[src/logic/liu_regs_pkg.sv]
// Purpose: shared constants and carriers for the line unit register bank
// Assumes: eight line channels, eight-bit host data, five decoded address bits
// Notes: host strobes are carried active high once they are inside the chip
package liu_regs_pkg;

  localparam int NUM_CH = 8;
  localparam int DATA_W = 8;
  localparam int ADDR_W = 8;
  localparam int DEC_W = 5;

  // register offsets, low five address bits only
  localparam logic [DEC_W-1:0] OFF_DEVICE_VERSION_ID = 5'h00;
  localparam logic [DEC_W-1:0] OFF_ANALOG_LOOPBACK_ENABLE = 5'h01;
  localparam logic [DEC_W-1:0] OFF_REMOTE_LOOPBACK_ENABLE = 5'h02;
  localparam logic [DEC_W-1:0] OFF_ALL_ONES_TX_ENABLE = 5'h03;
  localparam logic [DEC_W-1:0] OFF_SIGNAL_ABSENT_STATUS = 5'h04;
  localparam logic [DEC_W-1:0] OFF_DRIVER_FAULT_STATUS = 5'h05;
  localparam logic [DEC_W-1:0] OFF_SIGNAL_ABSENT_IRQ_MASK = 5'h06;
  localparam logic [DEC_W-1:0] OFF_DRIVER_FAULT_IRQ_MASK = 5'h07;
  localparam logic [DEC_W-1:0] OFF_SIGNAL_ABSENT_CHANGE_FLAGS = 5'h08;
  localparam logic [DEC_W-1:0] OFF_DRIVER_FAULT_CHANGE_FLAGS = 5'h09;
  localparam logic [DEC_W-1:0] OFF_SOFT_RESET_TRIGGER = 5'h0a;

  // identification byte fields
  localparam int ID_HI_MSB = 7;
  localparam int ID_HI_LSB = 4;
  localparam int ID_LO_MSB = 3;
  localparam int ID_LO_LSB = 0;

  localparam logic [DATA_W-1:0] REG_RESET = 8'h00;
  localparam logic [DATA_W-1:0] UNMAPPED_READ = 8'h00;

  typedef enum logic [1:0] {ACC_IDLE, ACC_READ, ACC_WRITE} acc_e;

  // host port pins as seen inside, strobes active high
  typedef struct packed {
    logic cs;
    logic rd;
    logic wr;
    logic [ADDR_W-1:0] addr;
    logic [DATA_W-1:0] wdata;
  } host_in_s;

  typedef struct packed {
    logic [DATA_W-1:0] rdata;
    logic data_oe;
    logic rdy_out;
    logic rdy_oe;
  } host_out_s;

  typedef struct packed {
    logic [NUM_CH-1:0] analog_loopback_en;
    logic [NUM_CH-1:0] remote_loopback_en;
    logic [NUM_CH-1:0] all_ones_tx_en;
  } line_ctrl_s;

  typedef struct packed {
    host_in_s hp1;
    host_in_s hp2;
    acc_e acc;
    logic [DEC_W-1:0] addr;
    logic [DATA_W-1:0] wdat;
    logic [DATA_W-1:0] rdata;
    line_ctrl_s ctrl;
    logic [NUM_CH-1:0] signal_absent_irq_en;
    logic [NUM_CH-1:0] driver_fault_irq_en;
    logic [NUM_CH-1:0] signal_absent_change;
    logic [NUM_CH-1:0] driver_fault_change;
    logic rdy;
    logic irq;
  } bank_s;

endpackage

[src/logic/line_unit_alarm_loopback_regs.sv]
// Purpose: host register bank for loopback, all-ones and alarm reporting
// Assumes: non-multiplexed parallel host port with active-low strobes
// Notes: host pins pass two flip-flops; write data is taken as the strobe ends
`timescale 1ns/1ps

// Function
// - id byte upper nibble returns fixed low nibble of the scan id code
// - id byte lower nibble returns the silicon revision field
// - analog loopback enable bit n turns on analog loopback of channel n
// - remote loopback enable bit n turns on remote loopback of channel n
// - all-ones enable bit n switches channel n all-ones generator on or off
// - signal absent status bit n reads one while channel n has no signal
// - driver fault status bit n is set when channel n driver is shorted
// - enabled change of a signal absent bit pulls interrupt output low
// - enabled change of a driver fault bit pulls interrupt output low
// - signal absent change flag n sets on any change and stays until cleared
// - driver fault change flag n sets on any change and stays until cleared
// - change flags record changes since last clear, not present status
// - any write to the soft reset register restores all defaults
// - registers 01h to 0ah other than status 04h and 05h hold 00h after power-up or any reset
module line_unit_alarm_loopback_regs #(
  parameter int CH = liu_regs_pkg::NUM_CH,
  parameter logic [3:0] ID_NIBBLE = 4'h5,  // arbitrary value
  parameter logic [3:0] REV_NIBBLE = 4'h1  // arbitrary value
) (
  input wire logic mclk,
  input wire logic rst,
  input wire logic ce,
  input wire logic cs_n,
  input wire logic rd_n,
  input wire logic wr_n,
  input wire logic [liu_regs_pkg::ADDR_W-1:0] addr,
  input wire logic [liu_regs_pkg::DATA_W-1:0] data_in,
  output logic [liu_regs_pkg::DATA_W-1:0] data_out,
  output logic data_oe,
  output logic rdy_out,
  output logic rdy_oe,
  input wire logic [liu_regs_pkg::NUM_CH-1:0] signal_absent,
  input wire logic [liu_regs_pkg::NUM_CH-1:0] driver_fault_flag,
  output liu_regs_pkg::line_ctrl_s line_ctrl,
  output logic int_n
);
  import liu_regs_pkg::*;

  bank_s q;
  bank_s d;
  host_out_s hout;
  logic [NUM_CH-1:0] sa_level;
  logic [NUM_CH-1:0] sa_change;
  logic [NUM_CH-1:0] df_level;
  logic [NUM_CH-1:0] df_change;
  logic rd_act;
  logic wr_act;
  logic [DATA_W-1:0] sa_clr;
  logic [DATA_W-1:0] df_clr;
  logic write_done;

  if (CH != NUM_CH) begin : g_bad_ch
    $error("channel count must equal the register width of eight");
  end

  status_change_sync #(.CH(NUM_CH)) u_sa_sync (
    .mclk(mclk),
    .rst(rst),
    .ce(ce),
    .raw(signal_absent),
    .level(sa_level),
    .change(sa_change)
  );

  status_change_sync #(.CH(NUM_CH)) u_df_sync (
    .mclk(mclk),
    .rst(rst),
    .ce(ce),
    .raw(driver_fault_flag),
    .level(df_level),
    .change(df_change)
  );

  function automatic logic [DATA_W-1:0] read_mux(input logic [DEC_W-1:0] a,
                                                 input bank_s s,
                                                 input logic [NUM_CH-1:0] sa_lv,
                                                 input logic [NUM_CH-1:0] df_lv);
    logic [DATA_W-1:0] r;
    r = UNMAPPED_READ;
    case (a)
      OFF_DEVICE_VERSION_ID: begin
        r[ID_HI_MSB:ID_HI_LSB] = ID_NIBBLE;
        r[ID_LO_MSB:ID_LO_LSB] = REV_NIBBLE;
      end
      OFF_ANALOG_LOOPBACK_ENABLE: r = s.ctrl.analog_loopback_en;
      OFF_REMOTE_LOOPBACK_ENABLE: r = s.ctrl.remote_loopback_en;
      OFF_ALL_ONES_TX_ENABLE: r = s.ctrl.all_ones_tx_en;
      OFF_SIGNAL_ABSENT_STATUS: r = sa_lv;
      OFF_DRIVER_FAULT_STATUS: r = df_lv;
      OFF_SIGNAL_ABSENT_IRQ_MASK: r = s.signal_absent_irq_en;
      OFF_DRIVER_FAULT_IRQ_MASK: r = s.driver_fault_irq_en;
      OFF_SIGNAL_ABSENT_CHANGE_FLAGS: r = s.signal_absent_change;
      OFF_DRIVER_FAULT_CHANGE_FLAGS: r = s.driver_fault_change;
      OFF_SOFT_RESET_TRIGGER: r = REG_RESET;
      default: r = UNMAPPED_READ;
    endcase
    return r;
  endfunction

  // strobes are read only from the second synchroniser stage
  assign rd_act = q.hp2.cs & q.hp2.rd;
  assign wr_act = q.hp2.cs & q.hp2.wr;
  assign write_done = (q.acc == ACC_WRITE) && !wr_act;

  always_comb begin
    d = q;
    sa_clr = '0;
    df_clr = '0;
    d.hp1.cs = !cs_n;
    d.hp1.rd = !rd_n;
    d.hp1.wr = !wr_n;
    d.hp1.addr = addr;
    d.hp1.wdata = data_in;
    d.hp2 = q.hp1;
    case (q.acc)
      ACC_IDLE: begin
        if (rd_act) begin
          d.acc = ACC_READ;
          d.addr = q.hp2.addr[DEC_W-1:0];
          d.rdata = read_mux(q.hp2.addr[DEC_W-1:0], q, sa_level, df_level);
        end else if (wr_act) begin
          d.acc = ACC_WRITE;
          d.addr = q.hp2.addr[DEC_W-1:0];
          d.wdat = q.hp2.wdata;
        end
      end
      ACC_READ: begin
        if (rd_act) begin
          d.rdata = read_mux(q.addr, q, sa_level, df_level);
        end else begin
          d.acc = ACC_IDLE;
          // only bits the host actually saw are cleared
          if (q.addr == OFF_SIGNAL_ABSENT_CHANGE_FLAGS) begin
            sa_clr = q.rdata;
          end
          if (q.addr == OFF_DRIVER_FAULT_CHANGE_FLAGS) begin
            df_clr = q.rdata;
          end
        end
      end
      ACC_WRITE: begin
        if (wr_act) begin
          d.wdat = q.hp2.wdata;
        end else begin
          d.acc = ACC_IDLE;
          case (q.addr)
            OFF_ANALOG_LOOPBACK_ENABLE: d.ctrl.analog_loopback_en = q.wdat;
            OFF_REMOTE_LOOPBACK_ENABLE: d.ctrl.remote_loopback_en = q.wdat;
            OFF_ALL_ONES_TX_ENABLE: d.ctrl.all_ones_tx_en = q.wdat;
            OFF_SIGNAL_ABSENT_IRQ_MASK: d.signal_absent_irq_en = q.wdat;
            OFF_DRIVER_FAULT_IRQ_MASK: d.driver_fault_irq_en = q.wdat;
            OFF_SOFT_RESET_TRIGGER: begin
              // value written does not matter
              d.ctrl = '0;
              d.signal_absent_irq_en = REG_RESET;
              d.driver_fault_irq_en = REG_RESET;
              sa_clr = '1;
              df_clr = '1;
            end
            default: begin
            end
          endcase
        end
      end
      default: d.acc = ACC_IDLE;
    endcase
    // a change arriving with a clear still sets the flag
    d.signal_absent_change = (q.signal_absent_change & ~sa_clr) | sa_change;
    d.driver_fault_change = (q.driver_fault_change & ~df_clr) | df_change;
    d.rdy = (d.acc != ACC_IDLE);
    d.irq = |(d.signal_absent_change & d.signal_absent_irq_en)
          | |(d.driver_fault_change & d.driver_fault_irq_en);
  end

  always_ff @(posedge mclk) begin
    if (rst) begin
      q <= '0;
    end else if (ce) begin
      q <= d;
    end
  end

  always_comb begin
    hout.rdata = q.rdata;
    hout.data_oe = (q.acc == ACC_READ);
    hout.rdy_out = q.rdy;
    hout.rdy_oe = q.hp2.cs;
  end

  assign data_out = hout.rdata;
  assign data_oe = hout.data_oe;
  assign rdy_out = hout.rdy_out;
  assign rdy_oe = hout.rdy_oe;
  assign line_ctrl = q.ctrl;
  assign int_n = !q.irq;

  id_read_value_a: assert property (
    @(posedge mclk) disable iff (rst)
    (ce && q.acc == ACC_READ && rd_act && q.addr == OFF_DEVICE_VERSION_ID)
      |=> (q.rdata == {ID_NIBBLE, REV_NIBBLE}))
    else $error("identification byte read back wrong");

  alb_write_a: assert property (
    @(posedge mclk) disable iff (rst)
    (ce && write_done && q.addr == OFF_ANALOG_LOOPBACK_ENABLE)
      |=> (line_ctrl.analog_loopback_en == $past(q.wdat)))
    else $error("analog loopback enable did not take written value");

  rlb_write_a: assert property (
    @(posedge mclk) disable iff (rst)
    (ce && write_done && q.addr == OFF_REMOTE_LOOPBACK_ENABLE)
      |=> (line_ctrl.remote_loopback_en == $past(q.wdat)))
    else $error("remote loopback enable did not take written value");

  all_ones_hold_a: assert property (
    @(posedge mclk) disable iff (rst)
    (ce && !(write_done && (q.addr == OFF_ALL_ONES_TX_ENABLE
                            || q.addr == OFF_SOFT_RESET_TRIGGER)))
      |=> $stable(line_ctrl.all_ones_tx_en))
    else $error("all-ones enable changed without a write");

  absent_read_a: assert property (
    @(posedge mclk) disable iff (rst)
    (ce && q.acc == ACC_READ && rd_act && q.addr == OFF_SIGNAL_ABSENT_STATUS)
      |=> (q.rdata == $past(sa_level)))
    else $error("signal absent status read does not match level");

  fault_read_a: assert property (
    @(posedge mclk) disable iff (rst)
    (ce && q.acc == ACC_READ && rd_act && q.addr == OFF_DRIVER_FAULT_STATUS)
      |=> (q.rdata == $past(df_level)))
    else $error("driver fault status read does not match level");

  absent_int_a: assert property (
    @(posedge mclk) disable iff (rst)
    (ce && |(sa_change & q.signal_absent_irq_en)) |=> !int_n)
    else $error("enabled signal absent change left interrupt high");

  fault_int_a: assert property (
    @(posedge mclk) disable iff (rst)
    (ce && |(df_change & q.driver_fault_irq_en)) |=> !int_n)
    else $error("enabled driver fault change left interrupt high");

  absent_flag_a: assert property (
    @(posedge mclk) disable iff (rst)
    (ce && |sa_change)
      |=> ((q.signal_absent_change & $past(sa_change)) == $past(sa_change)))
    else $error("signal absent change flag not set");

  fault_flag_a: assert property (
    @(posedge mclk) disable iff (rst)
    (ce && |df_change)
      |=> ((q.driver_fault_change & $past(df_change)) == $past(df_change)))
    else $error("driver fault change flag not set");

  soft_reset_a: assert property (
    @(posedge mclk) disable iff (rst)
    (ce && write_done && q.addr == OFF_SOFT_RESET_TRIGGER)
      |=> (line_ctrl == '0 && q.signal_absent_irq_en == REG_RESET
           && q.driver_fault_irq_en == REG_RESET))
    else $error("soft reset left a register set");

  reset_default_a: assert property (
    @(posedge mclk)
    rst |=> (line_ctrl == '0 && q.signal_absent_change == REG_RESET && int_n))
    else $error("registers not at default after reset");

  flag_read_clear_a: assert property (
    @(posedge mclk) disable iff (rst)
    (ce && q.acc == ACC_READ && !rd_act && q.addr == OFF_SIGNAL_ABSENT_CHANGE_FLAGS
     && !(|sa_change))
      |=> ((q.signal_absent_change & $past(q.rdata)) == '0))
    else $error("read of change flags did not clear returned bits");

  fault_read_clear_a: assert property (
    @(posedge mclk) disable iff (rst)
    (ce && q.acc == ACC_READ && !rd_act && q.addr == OFF_DRIVER_FAULT_CHANGE_FLAGS
     && !(|df_change))
      |=> ((q.driver_fault_change & $past(q.rdata)) == '0))
    else $error("read of fault change flags did not clear returned bits");

  int_release_a: assert property (
    @(posedge mclk) disable iff (rst)
    (!(|(q.signal_absent_change & q.signal_absent_irq_en))
     && !(|(q.driver_fault_change & q.driver_fault_irq_en)))
      |-> int_n)
    else $error("interrupt held low with no enabled flag set");

  absent_mask_a: assert property (
    @(posedge mclk) disable iff (rst)
    (ce && write_done && q.addr == OFF_SIGNAL_ABSENT_IRQ_MASK)
      |=> (q.signal_absent_irq_en == $past(q.wdat)))
    else $error("signal absent interrupt enable did not take written value");

  fault_mask_a: assert property (
    @(posedge mclk) disable iff (rst)
    (ce && write_done && q.addr == OFF_DRIVER_FAULT_IRQ_MASK)
      |=> (q.driver_fault_irq_en == $past(q.wdat)))
    else $error("driver fault interrupt enable did not take written value");

  all_ones_write_a: assert property (
    @(posedge mclk) disable iff (rst)
    (ce && write_done && q.addr == OFF_ALL_ONES_TX_ENABLE)
      |=> (line_ctrl.all_ones_tx_en == $past(q.wdat)))
    else $error("all-ones enable did not take written value");

  absent_hold_a: assert property (
    @(posedge mclk) disable iff (rst)
    (ce && !(q.acc == ACC_READ && !rd_act) && !write_done)
      |=> ((q.signal_absent_change & $past(q.signal_absent_change))
           == $past(q.signal_absent_change)))
    else $error("signal absent change flag dropped without a clear");

  fault_hold_a: assert property (
    @(posedge mclk) disable iff (rst)
    (ce && !(q.acc == ACC_READ && !rd_act) && !write_done)
      |=> ((q.driver_fault_change & $past(q.driver_fault_change))
           == $past(q.driver_fault_change)))
    else $error("driver fault change flag dropped without a clear");

  soft_flags_a: assert property (
    @(posedge mclk) disable iff (rst)
    (ce && write_done && q.addr == OFF_SOFT_RESET_TRIGGER)
      |=> (((q.signal_absent_change & ~$past(sa_change))
            | (q.driver_fault_change & ~$past(df_change))) == '0))
    else $error("soft reset left a change flag set");

  reset_mask_a: assert property (
    @(posedge mclk)
    rst |=> (q.signal_absent_irq_en == REG_RESET && q.driver_fault_irq_en == REG_RESET
             && q.driver_fault_change == REG_RESET))
    else $error("masks or flags not at default after reset");

endmodule // line_unit_alarm_loopback_regs

[src/logic/status_change_sync.sv]
// Purpose: bring line status levels onto mclk and flag every change
// Assumes: status inputs are asynchronous levels from the line side
// Notes: change pulses last one enabled cycle
`timescale 1ns/1ps
module status_change_sync #(
  parameter int CH = 8
) (
  input wire logic mclk,
  input wire logic rst,
  input wire logic ce,
  input wire logic [CH-1:0] raw,
  output logic [CH-1:0] level,
  output logic [CH-1:0] change
);
  import liu_regs_pkg::*;

  typedef struct packed {
    logic [CH-1:0] s1;
    logic [CH-1:0] s2;
    logic [CH-1:0] prev;
  } sync_s;

  sync_s q;
  sync_s d;

  if (CH < 1 || CH > DATA_W) begin : g_bad_ch
    $error("channel count must lie between one and the data width");
  end

  always_comb begin
    d = q;
    d.s1 = raw;
    d.s2 = q.s1;
    d.prev = q.s2;
  end

  always_ff @(posedge mclk) begin
    if (rst) begin
      q <= '0;
    end else if (ce) begin
      q <= d;
    end
  end

  assign level = q.s2;

  for (genvar i = 0; i < CH; i++) begin : g_chg
    // either edge of a synchronised bit against its previous value
    assign change[i] = q.s2[i] ^ q.prev[i];
  end

endmodule // status_change_sync

[config.mk]
export PLATFORM = sky130hd
export DESIGN_NAME = line_unit_alarm_loopback_regs
export DESIGN_NICKNAME = d
export VERILOG_FILES = /design/src/logic/liu_regs_pkg.sv /design/src/logic/line_unit_alarm_loopback_regs.sv /design/src/logic/status_change_sync.sv
export SDC_FILE = /design/constraint.sdc
export NUM_CORES = 1
export LEC_CHECK = 0
export BUFFER_PORTS_ARGS = -buffer_cell sky130_fd_sc_hd__buf_2
export CAP_MARGIN = 20
export CORE_MARGIN = 2
export CORE_UTILIZATION = 58
export CTS_CLUSTER_DIAMETER = 60
export DETAILED_ROUTE_END_ITERATION = 10
export HOLD_SLACK_MARGIN = 0.15
export PLACE_DENSITY = 0.87
export RECOVER_POWER = 25
export SYNTH_ARGS = -nofsm -noshare
export SYNTH_HDL_FRONTEND = slang
export SYNTH_SLANG_ARGS = --single-unit
[constraint.sdc]
create_clock -name mclk -period 4.6 [get_ports mclk]
set_clock_uncertainty 0.2 [all_clocks]
set_input_delay 0 -clock mclk [delete_from_list [all_inputs] [get_ports mclk]]
set_output_delay 0 -clock mclk [all_outputs]
set_load 0.02 [all_outputs]
==> results of run 1 <==
==> final cells by class <==
type                            instances  area, um^2  area share [%]
Clock inverter                         12         155            1.60
Inverter                               19        71.3           0.736
Sequential cell                       161        3220            33.3
Tap cell                              180         225            2.32
Multi-Input combinational cell        653        4320            44.6
Clock buffer                           20         447            4.61
Timing Repair Buffer                  165        1250            12.9
==> metal layers <==
layer  wire [um]  global-route usage (%)
met2       11300                    51.9
met4         667                    13.4
met1       10900                    47.8
met3        2790                    10.4
met5           0                       0
==> per-stage QoR <==
step / instances / total power, uW / area (um^2) / hold WS (ns)
2_1_floorplan: 924 / 1650 / 8130 / -0.101
3_3_place_gp: 1088 / 1710 / 8230 / -0.0101
3_5_place_dp: 1088 / 1710 / 8230 / -0.0112
4_1_cts: 1209 / 3210 / 9730 / 0.150
5_1_grt: 1210 / 3320 / 9690 / 0.183
6_report: 1210 / 3220 / 9690 / 0.183
==> final timing paths <==
kind,startpoint,slack [ns],endpoint,cells past startpoint
worst max-delay path,q[75]$_SDFFE_PP0P_,1.34,q[0]$_SDFFE_PP0P_,6
worst max register to register,q[75]$_SDFFE_PP0P_,1.34,q[0]$_SDFFE_PP0P_,6
worst min-delay path,signal_absent[3],0.18,u_sa_sync.d[11]$_SDFFE_PP0P_,4
worst min register to register,q[84]$_SDFFE_PP0P_,0.28,q[69]$_SDFFE_PP0P_,2
==> where the power goes <==
group,switching (uW),leakage [uW],internal (uW)
Sequential,57.7,0.00131,1440
Clock,585,0.000291,870
Combinational,126,0.00222,142
Total,769,0.00382,2450
==> kinds of logic (layout without fill, tap and decap cells) <==
group / Yosys count / after routing / share of synthesized area, %
XOR/XNOR: 3 / 3 / 0.323
buffers and inverters: 110 / 216 / 7.22
AO/OA/AOI/OAI: 215 / 215 / 19.5
flip-flops: 161 / 161 / 39.7
adder cells (fa/ha/maj): 4 / 4 / 0.616
AND/OR/NAND/NOR: 326 / 326 / 19.7
multiplexers: 105 / 105 / 12.9
==> critical path, cell delays in order (launching register included) <==
cell and delay [ns]:
dfxtp_1 0.84, nor2b_1 0.62, nand3_4 0.39, a311oi_1 0.50
o22ai_1 0.18, nor4_1 0.26, a31oi_1 0.12
==> timing repair <==
action | CTS | global route
hold buffers | 89 | 0
endpoints found under the hold margin | 99 | 0
setup buffers | 0 | 0
==> cells in the final DEF (no fill, tap or decap), types with 4 or more instances in the layout <==
cell / synthesis / layout
buf_4: 34 / 7
a311oi_1: 12 / 12
buf_2: 12 / 34
nor3_1: 9 / 9
nand4_1: 10 / 10
dfxtp_1: 161 / 161
nand2_1: 32 / 32
nor4_1: 6 / 6
o21ai_1: 8 / 8
clkbuf_1: 35 / 36
clkbuf_16: 0 / 17
inv_1: 18 / 18
a22oi_1: 61 / 61
mux2i_1: 105 / 105
a211oi_1: 19 / 19
nand2b_1: 9 / 9
a31oi_1: 18 / 18
and2_1: 8 / 8
ha_1: 4 / 4
nand3_1: 40 / 40
nor3_2: 4 / 4
a21oi_1: 24 / 24
a22o_1: 16 / 16
dlygate4sd3_1: 0 / 89
nor2b_1: 20 / 20
o22ai_1: 8 / 8
nor2_1: 164 / 164
o21ai_0: 14 / 14
a211o_1: 7 / 7
a222oi_1: 13 / 13
==> metrics.txt, run 1 <==
status completed; Nets 1059; Power Dens Cells 332 nW/um^2; Port Buffers 70; Leakage Power 0.00382 uW; Synth Warn # 0; DRT Pass-1 Iters 7; Root Driver clkbuf_16; GP Congestion 0.992; crit path max fanout 25; setup violators final 0; most common cell in the netlist nor2_1; vias in the first global route 7058; Synth-to-Final Area Change 19.2%; fmax 0.307 GHz; TNS Setup 0 ns; vias per cell 6.24; top cell type by total area after synthesis dfxtp_1; Final period util 70.8%; dpl hpwl 16.6 mm; crit path capture type register; pre-CTS WS 1.46 ns; EDFF count, synth 0; Tot GR Track Use 35.0%; slew margin rel. 28.6%; Fin. Hold Viols 0; synth unique cells 61; Max VDD drop 0.286 mV; Routed WL 25.6 mm; Clock Path Buffers 2; first-pass GRT wire length 39.6 mm; number of flip-flops in the largest register 63; Post-synth top cells nor2_1, dfxtp_1, mux2i_1, a22oi_1, nand3_1; TritonCTS clock tree done; CP Launch Type register; final core utilization 70.4%; DR DRC count 0; Worst-Margin Slew 1.07 ns; Tmin final 3.26 ns; H-tree levels 4; largest net degree at the start of global routing 77; initial antenna violation count 0; Clock Pin Slew Worst Setup and Hold Paths 0.06 ns; worst path required time 4.70 ns; RSZ-0062 raised after global routing no; top-area cell type share of the netlist area 39.7%; kind of critical path reg -> reg; register bit count reported by yosys 161; post-DR wirelength/cell 21.2 um; Net Count, Synth 966; clk sinks 161; Synth Instances 924; top_reg_cell synth dfxtp_1; Biggest register q; ANT cells 0; layout cell share with drive strength beyond 1 9.42%; Initial Util 59.0%; asr flop ratio synth 0%; starting DRC count in detailed routing 960; max-slew violation count 0; TritonCTS buffer count 17; Filler Cells Inserted 1080; Post-Syn Area 8130 um^2; Row Count 43; worst skew pair latency 0.44 ns; post-route setup slack 1.34 ns; gr ovfl total 0; post-cts resize count 0; die area 15000 um^2; Post-Syn Area per Cell 8.80 um^2; Die W 122 um; HP Class in -> reg; core area 13800 um^2; die height 122 um; post-synthesis sequential area ratio 39.7%; I/O pin count 74; largest cells by area after synthesis dfxtp_1, mux2i_1, nor2_1; worst path arrival time 3.36 ns; post-route ant nets 0; max cap viols 0; DR vias 7556
No activity file was read; power rests on OpenSTA's default activity.
==> inputs of run 2 (changes only) <==
- ABC_AREA: not set -> 1
- clock period: 4.6 -> 3.1 ns (I/O delays scaled with it)
==> run 2 against run 1 <==
Sequential power increased by 52%. Synthesized cell count increased by 29%. Die area decreased by 0.66%. First-iteration DRC count increased by 29%. Global-route usage increased by 7.0 points. Critical path depth increased by 8. Sequential share of layout area decreased by 1.2 points. Total power increased by 65%. Core utilization increased by 2.9 points. Largest power group is now the clock network.
==> metrics.txt, run 2 <==
Synth-to-Final Area Change 24.5%; reg2reg setup slack 0.35 ns (-0.99 ns); dpl hpwl 17.2 mm (+3.7%); ANT cells 0 (unchanged); DRT Pass-1 Iters 7 (unchanged); number of flip-flops in the largest register 63 (unchanged); Filler Cells Inserted 1010 (-6.5%); top-area cell type share of the netlist area 39.9% (+0.27 points); clk sinks 161 (unchanged); die area 14900 um^2 (-0.66%); area of the multi-input gates 3760 um^2 (-13%); setup violators final 0 (unchanged); core area 13700 um^2 (-0.39%); Root Driver clkbuf_16; H-tree levels 4 (unchanged); DR vias 9182 (+22%); Final Power 5310 uW (+65%); post-route ant nets 0 (unchanged); most common cell in the netlist nand2_1; Clock Pin Slew Worst Setup and Hold Paths 0.07 ns (about the same); TNS Setup 0 ns (unchanged); asr flop ratio synth 0% (unchanged); Die W 122 um (-0.33%); Fin. Hold Viols 0 (unchanged); largest net degree at the start of global routing 76 (-1.3%); Routed WL 30.8 mm (+20%); vias in the first global route 8864 (+26%); hold_ws 0.289 ns (+0.106 ns); GP Congestion 1.03 (+4.0%); Port Buffers 70 (unchanged); die height 122 um (-0.33%); Leakage Power 0.00439 uW (+15%); kind of critical path reg -> reg; final non-filler cell area 10000 um^2 (+3.7%); Final period util 88.6% (+18 points); fmax 0.364 GHz (+19%); Post-synth top cells nand2_1, o21ai_0, dfxtp_1, nor2_1, inv_1; Post-Syn Area 8070 um^2 (-0.68%); Max VDD drop 0.442 mV (+55%); first-pass GRT wire length 47.7 mm (+20%); top cell type by total area after synthesis dfxtp_1; commonest non-fill, non-tap cell in the layout nand2_1; I/O pin count 74 (unchanged); Net Count, Synth 1233 (+28%); worst path required time 3.22 ns (-1.48 ns); slew margin rel. 32.0% (+3.5 points); HP Class reg -> reg; Row Count 43 (unchanged); largest cells by area after synthesis dfxtp_1, o21ai_0, a21oi_1; Clock Path Buffers 2 (unchanged); Tmin final 2.75 ns (-0.510 ns); EDFF count, synth 0 (unchanged); post-synthesis sequential area ratio 39.9% (+0.27 points); gr ovfl total 0 (unchanged); post-DR wirelength/cell 20.3 um (-4.0%); Post-Syn Area per Cell 6.78 um^2 (-23%); RSZ-0062 raised after global routing no; post-cts resize count 0 (unchanged); register bit count reported by yosys 161 (unchanged); vias per cell 6.06 (-3.0%); Synth Instances 1191 (+29%); worst path arrival time 2.87 ns (-0.49 ns); TritonCTS clock tree done; crit path capture type register; max-slew violation count 0 (unchanged); Post-DP Area 8280 um^2 (+0.58%); worst skew pair latency 0.44 ns (about the same); DR DRC count 0 (unchanged); starting DRC count in detailed routing 1243 (+29%); layout cell share with drive strength beyond 1 7.86% (-1.6 points); Tot GR Track Use 42.0% (+7.0 points); max cap viols 0 (unchanged); TritonCTS buffer count 17 (unchanged); Biggest register q; Nets 1366 (+29%); Power Dens Cells 529 nW/um^2 (+59%); Synth Warn # 0 (unchanged); FF+latch area 3220 um^2 (unchanged); leading cell types in the layout, fill and taps excluded nand2_1, o21ai_0, dfxtp_1; crit path max fanout 8 (-68%); top_reg_cell synth dfxtp_1; initial antenna violation count 0 (unchanged); status completed; synth unique cells 31 (-49%); CP Launch Type register; Initial Util 58.8% (-0.17 points); Worst-Margin Slew 1.02 ns (-0.0470 ns)
## run 2: cell types whose count changed in the layout (fill, tap and decap cells not counted), moves of 18 or more
cell / before / now
nor2b_1: 20 / 0
nand2_1: 32 / 177
o21ai_0: 14 / 164
inv_1: 18 / 154
dlygate4sd3_1: 89 / 115
a21oi_1: 24 / 138
a22oi_1: 61 / 0
o22ai_1: 8 / 47
mux2i_1: 105 / 0
a31oi_1: 18 / 0
## run 2: path summary, 6_finish.rpt
kind,from,end,depth (start not counted)
hold / removal,d[82]$_SDFFE_PP0P_,q[82]$_SDFFE_PP0P_,2
hold reg to reg,d[82]$_SDFFE_PP0P_,q[82]$_SDFFE_PP0P_,2
setup / recovery,q[79]$_SDFFE_PP0P_,q[0]$_SDFFE_PP0P_,14
setup reg to reg,q[79]$_SDFFE_PP0P_,q[0]$_SDFFE_PP0P_,14
## run 2: cells by family (layout without fill, tap and decap cells)
group           after synthesis  count (layout)  share of synthesized area [%]
simple gates                394             394                           19.9
compound gates              368             368                           24.4
buf+inv                     249             394                           13.5
flops                       161             161                           39.9
xor+xnor                     15              15                           1.63
fa+ha+maj                     4               4                          0.620
## run 2: repair_timing
| item | in CTS | in global routing |
|---|---|---|
| setup endpoints to repair | 0 | 1 |
| buffers inserted | 0 | 2 |
| endpoints found under the hold margin | 151 | 0 |
| hold buffers | 115 | 0 |
## run 2: layout make-up
cell class,instances,share of cell area (%)
inverters,164,6.15
flip-flops and latches,161,32.1
clock inverters,13,2.09
repair buffers,199,15.6
clock buffers,18,4.37
multi-input cells,781,37.4
well taps,180,2.24
## run 2: critical path: stages, from the launching register on
cell and delay, ns:
dfxtp_1 0.39, inv_1 0.17, ha_1 0.16, inv_1 0.11, a21oi_4 0.20, buf_4 0.18, inv_2 0.04, o21ai_2 0.34
o21ai_0 0.17, nand2_1 0.10, nand2_1 0.09, nor2_1 0.11, nand2_1 0.06, nor2_1 0.20, nor2_1 0.07
## run 2: per-layer routing
metal | wire (um) | global-route usage [%]
met2 | 14400 | 69.0
met5 | 0 | 0
met3 | 2950 | 8.19
met4 | 2130 | 26.4
met1 | 11400 | 50.3
## run 2: per-stage QoR
step | instances | setup WS (ns) | util [%]
floorplan | 1191 | 1.08 | -
global placement | 1368 | 0.340 | 60.4
detailed placement | 1368 | 0.280 | 60.4
CTS | 1514 | 0.227 | 73.5
global route | 1516 | 0.275 | 73.2
finish | 1516 | 0.353 | 73.2
## run 2: report_power, final
part / switching (uW) / internal (uW) / leakage [uW] / total [uW]
clock network: 918 / 1450 / 0.000312 / 2370
logic: 420 / 264 / 0.00275 / 684
registers: 84.1 / 2180 / 0.00132 / 2260
total: 1420 / 3890 / 0.00439 / 5310
